==> src/rtl/arl_cfg.svh <==
// register offsets, field positions, reset values and fixed sizes of the reload timer
// assumes a 12-bit byte address on the register bus and 32-bit data words
`ifndef ARL_CFG_SVH
`define ARL_CFG_SVH

// byte offsets of the registers
`define ARL_OFS_CSR      12'h000
`define ARL_OFS_CNT      12'h004
`define ARL_OFS_RELOAD   12'h008
`define ARL_OFS_CAP      12'h00c
`define ARL_OFS_IRQ_STAT 12'h010
`define ARL_OFS_IRQ_MASK 12'h014

// control/status field positions
`define ARL_CSR_FORCE_RELOAD_BIT 2
`define ARL_CSR_OVF_BIT  0

// capture control/status field positions (two channels)
`define ARL_CAP_EDGE_LSB 0
`define ARL_CAP_IE_LSB   2
`define ARL_CAP_FLAG_LSB 4

// interrupt status layout: overflow event, then one bit per capture channel
`define ARL_IRQ_OVF_BIT  0
`define ARL_IRQ_CAP_LSB  1

// sizes and reset values
`define ARL_CAP_CH       2
`define ARL_IRQ_W        3
`define ARL_PRESC_W      7
`define ARL_CSR_RST      8'h00
`define ARL_BYTE_RST     8'h00
`define ARL_CNT_MAX      8'hff
`define ARL_WORD_RST     32'h0000_0000

`endif

==> src/rtl/arl_pkg.sv <==
// types shared by the reload timer files
// assumes the constants of arl_cfg.svh for field sizes
`include "arl_cfg.svh"
package arl_pkg;

   // control/status register layout, bit 7 down to bit 0
   typedef struct packed {
      logic       ext_clock_select;
      logic [2:0] prescale_select;
      logic       count_run;
      logic       force_reload;
      logic       overflow_irq_enable;
      logic       overflow_flag;
   } arl_csr_t;

   // apb request from the bus master
   typedef struct packed {
      logic [11:0] paddr;
      logic        psel;
      logic        penable;
      logic        pwrite;
      logic [31:0] pwdata;
   } arl_apb_req_t;

   // apb answer to the bus master
   typedef struct packed {
      logic        pready;
      logic        pslverr;
      logic [31:0] prdata;
   } arl_apb_rsp_t;

endpackage

==> src/rtl/arl_timer.sv <==
// 8-bit auto-reload timer: prescaler, counter, overflow flag, capture interrupts, apb slave
// assumes apb from a master on core_clk_i and pins synchronous to that clock
//
// The APB register port and the placing of the registers are this design's own decisions.
`timescale 1ns/100ps
`include "arl_cfg.svh"
module arl_timer
(
   // clock and reset
   input  wire logic                 core_clk_i,
   input  wire logic                 reset_n_i,
   // register bus
   input  wire arl_pkg::arl_apb_req_t apb_i,
   output arl_pkg::arl_apb_rsp_t      apb_o,
   // pins and mode
   input  wire logic                 ext_clk_i,
   input  wire logic [1:0]           capture_input_pin_i,
   input  wire logic                 halt_i,
   // interrupt
   output logic                      irq_o
);
   import arl_pkg::*;

   // register state
   arl_csr_t                     csr_q, csr_d;             // control/status
   logic [7:0]                   cnt_q, cnt_d;             // running counter
   logic [7:0]                   reload_q, reload_d;       // reload value
   logic [`ARL_PRESC_W-1:0]      presc_q, presc_d;         // prescaler
   logic [`ARL_CAP_CH-1:0]       cap_edge_q, cap_edge_d;   // edge polarity per channel
   logic [`ARL_CAP_CH-1:0]       cap_ie_q, cap_ie_d;       // capture enable per channel
   logic [`ARL_IRQ_W-1:0]        irq_stat_q, irq_stat_d;   // sticky events
   logic [`ARL_IRQ_W-1:0]        irq_mask_q, irq_mask_d;   // event mask
   logic                         ext_prev_q, ext_prev_d;   // last external clock level
   logic [31:0]                  prdata_q, prdata_d;       // read data
   logic                         slverr_q, slverr_d;       // unmapped address

   // bus decode
   logic        setup, access, wr, rd;
   logic        sel_csr, sel_cnt, sel_rel, sel_cap, sel_ist, sel_imk, mapped;
   // timing
   logic        ext_rise, in_pulse, tick, force_ld, cnt_wr, at_max, ovf_evt, rd_clr;
   logic [7:0]  mask8;
   logic [`ARL_PRESC_W-1:0] presc_mask;
   logic        cap_sample;
   logic [`ARL_CAP_CH-1:0]  cap_evt;
   logic [`ARL_IRQ_W-1:0]   irq_evt, irq_w1c, irq_gate;

   // apb phases; writes and clears take effect only at the access edge
   assign setup   = apb_i.psel && !apb_i.penable;
   assign access  = apb_i.psel && apb_i.penable;
   assign wr      = access && apb_i.pwrite;
   assign rd      = access && !apb_i.pwrite;
   assign sel_csr = (apb_i.paddr == `ARL_OFS_CSR);
   assign sel_cnt = (apb_i.paddr == `ARL_OFS_CNT);
   assign sel_rel = (apb_i.paddr == `ARL_OFS_RELOAD);
   assign sel_cap = (apb_i.paddr == `ARL_OFS_CAP);
   assign sel_ist = (apb_i.paddr == `ARL_OFS_IRQ_STAT);
   assign sel_imk = (apb_i.paddr == `ARL_OFS_IRQ_MASK);
   assign mapped  = sel_csr || sel_cnt || sel_rel || sel_cap || sel_ist || sel_imk;

   // zero wait states: read data is latched in setup, so pready may stay high
   assign apb_o = '{pready:  1'b1,
                    pslverr: slverr_q,
                    prdata:  prdata_q};

   // prescaler input: every core cycle, or a rising edge of the external clock
   assign ext_rise = ext_clk_i && !ext_prev_q;
   assign in_pulse = csr_q.ext_clock_select ? ext_rise : 1'b1;

   // tick when the low prescale_select bits of the prescaler are all ones
   assign mask8      = (8'h01 << csr_q.prescale_select) - 8'h01;
   assign presc_mask = mask8[`ARL_PRESC_W-1:0];
   assign tick       = csr_q.count_run && in_pulse &&
                       ((presc_q & presc_mask) == presc_mask);

   // software loads win over a tick in the same cycle
   assign force_ld = wr && sel_csr && apb_i.pwdata[`ARL_CSR_FORCE_RELOAD_BIT];
   assign cnt_wr   = wr && sel_cnt;
   assign at_max   = (cnt_q == `ARL_CNT_MAX);
   assign ovf_evt  = tick && at_max && !force_ld && !cnt_wr;

   // clear only what the read returned, so a flag set after setup is kept
   assign rd_clr = rd && sel_csr && prdata_q[`ARL_CSR_OVF_BIT];

   // prescaler and counter next values
   always_comb
   begin
      presc_d = presc_q;
      cnt_d   = cnt_q;
      if (force_ld)
      begin
         presc_d = '0;
         cnt_d   = reload_q;
      end
      else
      begin
         if (csr_q.count_run && in_pulse)
         begin
            presc_d = tick ? '0 : presc_q + 7'h01;
         end
         if (cnt_wr)
         begin
            cnt_d = apb_i.pwdata[7:0];
         end
         else if (tick)
         begin
            cnt_d = at_max ? reload_q : cnt_q + 8'h01;
         end
      end
   end

   // control, reload and capture configuration next values
   always_comb
   begin
      csr_d      = csr_q;
      reload_d   = reload_q;
      cap_edge_d = cap_edge_q;
      cap_ie_d   = cap_ie_q;
      irq_mask_d = irq_mask_q;
      ext_prev_d = ext_clk_i;
      if (wr && sel_csr)
      begin
         // all fields at once, by the struct layout; strobe and flag are overridden below
         csr_d = arl_csr_t'(apb_i.pwdata[7:0]);
      end
      // force reload is a strobe and is never stored
      csr_d.force_reload  = 1'b0;
      // set wins over the read clear
      csr_d.overflow_flag = ovf_evt || (csr_q.overflow_flag && !rd_clr);
      if (wr && sel_rel)
      begin
         reload_d = apb_i.pwdata[7:0];
      end
      if (wr && sel_cap)
      begin
         cap_edge_d = apb_i.pwdata[`ARL_CAP_EDGE_LSB +: `ARL_CAP_CH];
         cap_ie_d   = apb_i.pwdata[`ARL_CAP_IE_LSB +: `ARL_CAP_CH];
      end
      if (wr && sel_imk)
      begin
         irq_mask_d = apb_i.pwdata[`ARL_IRQ_W-1:0];
      end
   end

   // capture channels; sample on every timer tick, and on every core cycle while in halt
   assign cap_sample = tick || halt_i;

   genvar ch;
   generate
      for (ch = 0; ch < `ARL_CAP_CH; ch = ch + 1)
      begin : g_cap
         arl_edge_chan u_chan
         (
            .core_clk_i            (core_clk_i),
            .reset_n_i             (reset_n_i),
            .capture_input_pin_i   (capture_input_pin_i[ch]),
            .sample_en_i           (cap_sample),
            .capture_edge_select_i (cap_edge_q[ch]),
            .edge_o                (cap_evt[ch])
         );
      end
   endgenerate

   // sticky events, write one to clear; a new event in the clear cycle survives
   assign irq_evt = {cap_evt, ovf_evt};
   assign irq_w1c = (wr && sel_ist) ? apb_i.pwdata[`ARL_IRQ_W-1:0] : '0;
   assign irq_stat_d = irq_evt | (irq_stat_q & ~irq_w1c);

   // interrupt: overflow flag gated by its enable, captures by their enables and mask
   assign irq_gate = irq_stat_q & irq_mask_q & {cap_ie_q, 1'b0};
   assign irq_o    = (csr_q.overflow_flag && csr_q.overflow_irq_enable) ||
                     (|irq_gate);

   // read mux, sampled in the setup cycle
   always_comb
   begin
      prdata_d = prdata_q;
      slverr_d = slverr_q;
      if (setup)
      begin
         prdata_d = `ARL_WORD_RST;
         slverr_d = !mapped;
         if (!apb_i.pwrite)
         begin
            if (sel_csr)
            begin
               prdata_d[7:0] = csr_q;                 // force bit stored as zero
            end
            else if (sel_cnt)
            begin
               prdata_d[7:0] = cnt_q;
            end
            else if (sel_rel)
            begin
               prdata_d[7:0] = reload_q;
            end
            else if (sel_cap)
            begin
               prdata_d[`ARL_CAP_EDGE_LSB +: `ARL_CAP_CH] = cap_edge_q;
               prdata_d[`ARL_CAP_IE_LSB +: `ARL_CAP_CH]   = cap_ie_q;
               prdata_d[`ARL_CAP_FLAG_LSB +: `ARL_CAP_CH] =
                  irq_stat_q[`ARL_IRQ_CAP_LSB +: `ARL_CAP_CH];
            end
            else if (sel_ist)
            begin
               prdata_d[`ARL_IRQ_W-1:0] = irq_stat_q;
            end
            else if (sel_imk)
            begin
               prdata_d[`ARL_IRQ_W-1:0] = irq_mask_q;
            end
         end
      end
   end

   // register everything
   always_ff @(posedge core_clk_i or negedge reset_n_i)
   begin
      if (!reset_n_i)
      begin
         csr_q      <= `ARL_CSR_RST;
         cnt_q      <= `ARL_BYTE_RST;
         reload_q   <= `ARL_BYTE_RST;
         presc_q    <= '0;
         cap_edge_q <= '0;
         cap_ie_q   <= '0;
         irq_stat_q <= '0;
         irq_mask_q <= '0;
         ext_prev_q <= 1'b0;
         prdata_q   <= `ARL_WORD_RST;
         slverr_q   <= 1'b0;
      end
      else
      begin
         csr_q      <= csr_d;
         cnt_q      <= cnt_d;
         reload_q   <= reload_d;
         presc_q    <= presc_d;
         cap_edge_q <= cap_edge_d;
         cap_ie_q   <= cap_ie_d;
         irq_stat_q <= irq_stat_d;
         irq_mask_q <= irq_mask_d;
         ext_prev_q <= ext_prev_d;
         prdata_q   <= prdata_d;
         slverr_q   <= slverr_d;
      end
   end
endmodule

==> src/rtl/arl_edge_chan.sv <==
// one capture channel: edge detector on a capture input pin with selectable polarity
// assumes the pin is synchronous to the core clock; sampling is gated by sample_en_i
`timescale 1ns/100ps
module arl_edge_chan
(
   // clock and reset
   input  wire logic core_clk_i,
   input  wire logic reset_n_i,
   // pin and sampling
   input  wire logic capture_input_pin_i,
   input  wire logic sample_en_i,
   input  wire logic capture_edge_select_i,
   // detected edge, one cycle
   output logic      edge_o
);
   logic prev_q;   // pin level at the last sample
   logic prev_d;
   logic seen_q;   // a first sample was taken since reset
   logic seen_d;

   // the first sample only primes prev_q, so a pin idling high gives no false edge
   assign seen_d = seen_q || sample_en_i;

   // next sample: only moves on the sampling enable, so slow ticks see slow edges
   always_comb
   begin
      prev_d = prev_q;
      if (sample_en_i)
      begin
         prev_d = capture_input_pin_i;
      end
   end

   // register the sample
   always_ff @(posedge core_clk_i or negedge reset_n_i)
   begin
      if (!reset_n_i)
      begin
         prev_q <= 1'b0;
         seen_q <= 1'b0;
      end
      else
      begin
         prev_q <= prev_d;
         seen_q <= seen_d;
      end
   end

   // edge when the level changed to the selected one (1 picks rising)
   assign edge_o = sample_en_i && seen_q && (capture_input_pin_i != prev_q) &&
                   (capture_input_pin_i == capture_edge_select_i);
endmodule

==> config.mk <==
export PLATFORM = sky130hd
export DESIGN_NAME = arl_timer
export DESIGN_NICKNAME = d
export VERILOG_FILES = /design/src/rtl/arl_pkg.sv /design/src/rtl/arl_timer.sv /design/src/rtl/arl_edge_chan.sv
export VERILOG_INCLUDE_DIRS = /design/src /design/src/rtl
export SDC_FILE = /design/constraint.sdc
export NUM_CORES = 1
export LEC_CHECK = 0
export ABC_AREA = 1
export BUFFER_PORTS_ARGS = -buffer_cell sky130_fd_sc_hd__buf_2
export CORE_MARGIN = 1.5
export CORE_UTILIZATION = 45
export DETAILED_ROUTE_END_ITERATION = 7
export GPL_TIMING_DRIVEN = 0
export MAX_ROUTING_LAYER = met4
export PLACE_DENSITY_LB_ADDON = 0.05
export REMOVE_ABC_BUFFERS = 1
export SETUP_SLACK_MARGIN = 0.4
export SKIP_LAST_GASP = 1
export SYNTH_ARGS = -nofsm -noshare
export SYNTH_HDL_FRONTEND = slang
export SYNTH_SLANG_ARGS = --single-unit
==> constraint.sdc <==
create_clock -name core_clk_i -period 3.1 [get_ports core_clk_i]
set_input_delay 0.155 -clock core_clk_i [delete_from_list [all_inputs] [get_ports core_clk_i]]
set_output_delay 0.155 -clock core_clk_i [all_outputs]
set_load 0.02 [all_outputs]
==> metrics <==
FP Rows=32; Worst-path clk slew=90 ps; largest vdd supply drop=0.000167 V; Std-Cell Core Area=0.00769 mm²; maximum clock skew at final layout=8.72 ps; smallest hold slack=59.7 ps; power after layout=1.24 mW; layout overhead on the synthesized area=7.48%; Post-CTS Setup Repair Bufs=0; gate count of the mapped netlist=489; total number of vias=3,131; FF+latch count, synth=54; Tmin final=2260 ps; IO Port Bufs=38; Routed wire per std cell=13.5 µm; number of distinct library cells after synthesis=37; clock power share=33.1%; DP HPWL=6.18 mm; global-route wire length before repair=14.4 mm; hold crit path type=input port to register; Critical Path AT=2460 ps; pin count of the biggest net entering global routing=55; fraction of power consumed by combinational cells=9.4%; result of the run=completed; Post-Route WL=8.45 mm; number of global-route vias before repair=2,967; clock buffer count from CTS=5; buffers plus inverters on the worst setup path=2; YS warnings=0; horizontal die dimension=91.8 µm; antenna violations before repair=0; Final period util=73.0%; leakage power of the design=2.10 nW; TritonCTS clock tree=done; kind of start point of the critical path=input port; most common cell after layout, fill and taps aside=nand2_1; cell type of the slowest stage on the worst timing path=nand2_2; Setup TNS=0 ps; internal power summed over all cells=0.919 mW; sequential fraction of design power=57.5%; power dissipated by switching net loads=0.318 mW; number of nets with antenna violations after detailed routing=0; GRT overflow=0; pwr/cell area=324 mW/mm²; syn_area_per_cell=7.26 µm²; top fanout value on the critical path=22; post-route core utilization=49.6%; cell at the root of the clock tree=clkbuf_8; Initial Util=46.2%; clock latency reported for the late side of the worst-skew pair=310 ps; Mapped Area=0.00355 mm²; switching fraction of total power=25.7%; die footprint=0.00843 mm²; Tightest Pin Transition=702 ps; weighted congestion reported at the end of routability-driven placement=0.868; element type at the critical path end=register; number of flops mapped to enable cells by yosys=0; worst setup path class=input port to register; TritonCTS sink count=54; share of synthesized flip-flops with an asynchronous set or reset=100%; share of cells above drive strength 1=14.1%; biggest cell delay along the critical path=400 ps; FMAX=442 MHz; number of inserted diodes=0; aggregate global-route resource usage=22.2%; Most common cell on crit path=nand2_2; commonest cells after routing, fill and taps aside=149 x nand2_1, 54 x dfrtp_1, 52 x inv_1; final hold violation count=0; detail-routed via count per cell=4.99; iteration-0 DRC count of the detailed router=184; kind of cell adding the most delay to the critical path=simple AND/OR/NAND/NOR gates; total number of H-tree levels=2; headroom to the max-slew limit=53.2%; TritonRoute pass-1 iters=4; Finish-stage setup viols=0; setup repair after global routing missed its margin=no; final number of max-transition violations=0; share of the yosys chip area belonging to registers=38.1%; fillers=798; max-cap viol count=0; nets=580; Boundary Pins=88; number of buffers on the longest clock path=2; DRC violations left=0; vertical die dimension=91.8 µm; cells traversed along the worst timing path=buf_2 > nor2_1 > nand2_2 > nor2_8 > nand2_4 > nor2_4 > nand2_2 > inv_1 > nor3_1 > nand3_1 > nand2_1; most used flip-flop cell after synthesis=dfrtp_1; critical path data required time=3290 ps
-- worst reg2reg max path: stages, from the launching register on --
cell and delay, ps:
dfrtp_1 450, nor2_1 200, nand2_1 100, ha_1 230, inv_1 80, o21ai_0 70
nand2_1 70, nand3_1 60, nand2_1 70, inv_1 50, nand2_2 270, nand2_1 220
or2_1 260
-- synthesized netlist by cell type (2+ instances only) --
library cell / n / area share [%]
a21oi_1: 7 / 0.99
buf_2: 4 / 0.56
buf_4: 27 / 5.7
buf_6: 2 / 0.63
clkbuf_1: 2 / 0.21
conb_1: 2 / 0.21
dfrtp_1: 54 / 38
ha_1: 3 / 1.1
inv_1: 52 / 5.5
inv_2: 6 / 0.63
nand2_1: 149 / 16
nand2_2: 6 / 1.1
nand2_4: 2 / 0.63
nand3_1: 51 / 7.2
nand3_4: 2 / 0.99
nand4_1: 13 / 2.3
nor2_1: 25 / 2.6
nor2_2: 2 / 0.35
nor2_4: 5 / 1.6
nor3_1: 5 / 0.71
o211ai_1: 5 / 1.1
o21a_1: 2 / 0.42
o21ai_0: 41 / 5.8
o21bai_1: 3 / 0.63
xnor2_1: 2 / 0.49
xor2_1: 6 / 1.5
-- state kept, by name, indices dropped and copies added (netlist names) --
signal,count
prdata_q,8
g_cap.u_chan.prev_q,2
cnt_q,8
csr_q,7
ext_prev_q,1
irq_stat_q,3
cap_edge_q,2
reload_q,8
presc_q,7
irq_mask_q,3
cap_ie_q,2
g_cap.u_chan.seen_q,2
slverr_q,1
-- final timing paths --
check | startpoint | endpoint | slack (ps) | cells after the start
max | apb_i[46] | irq_stat_q[0] | 840 | 11
min | halt_i | g_cap[0].u_chan.seen_q | 60 | 3
max reg2reg | csr_q[5] | g_cap[1].u_chan.seen_q | 850 | 12
min reg2reg | g_cap[0].u_chan.seen_q | g_cap[0].u_chan.seen_q | 480 | 2
max in group asynchronous | reset_n_i | reload_q[4] | 2200 | 2
min in group asynchronous | reset_n_i | prdata_q[2] | 430 | 2
-- power by group through the flow --
| stage | clock network [mW] | logic [mW] | registers [mW] |
|---|---|---|---|
| 2_1_floorplan | 0 | 0.0625 | 0.728 |
| 3_3_place_gp | 0 | 0.113 | 0.726 |
| 3_5_place_dp | 0 | 0.115 | 0.726 |
| 4_1_cts | 0.432 | 0.116 | 0.712 |
| 5_1_grt | 0.459 | 0.131 | 0.712 |
| 6_report | 0.409 | 0.116 | 0.712 |
-- logic make-up (layout without fill, tap and decap cells) --
family | after synthesis | in the layout | synth area share [%]
XOR/XNOR | 8 | 8 | 1.97
buffers and inverters | 93 | 106 | 13.3
multiplexers | 1 | 1 | 0.317
other | 2 | 25 | 0.212
AND/OR/NAND/NOR | 265 | 265 | 35.0
flip-flops | 54 | 54 | 38.1
adder cells (fa/ha/maj) | 3 | 3 | 1.06
AO/OA/AOI/OAI | 63 | 63 | 10.1
-- layer usage --
layer	routed length, µm	GRT usage, %
met1	4110	31.4
met2	3880	33.6
met3	395	3.15
met4	61	6.15
met5	0	-
-- metrics by stage --
stage               setup WS (ps)  cell area (µm²)  cells
global route                  561             3810    627
detailed placement            539             3700    617
finish                        836             3810    627
floorplan                    1220             3380    477
global placement              574             3700    617
CTS                           854             3800    626
-- what timing repair did --
item,4_1_cts,5_1_grt
hold buffers,1,1
hold endpoints to repair,1,54
resized for setup,0,0
-- layout make-up --
type,instances,area (µm²),area share (%)
multi-input cells,365,1810,47.5
flip-flops and latches,54,1350,35.4
inverters,58,218,5.71
repair buffers,40,213,5.58
well taps,102,128,3.35
clock buffers,7,86.3,2.26
clock inverters,1,5.00,0.131
(Power assumes the default switching activity.)
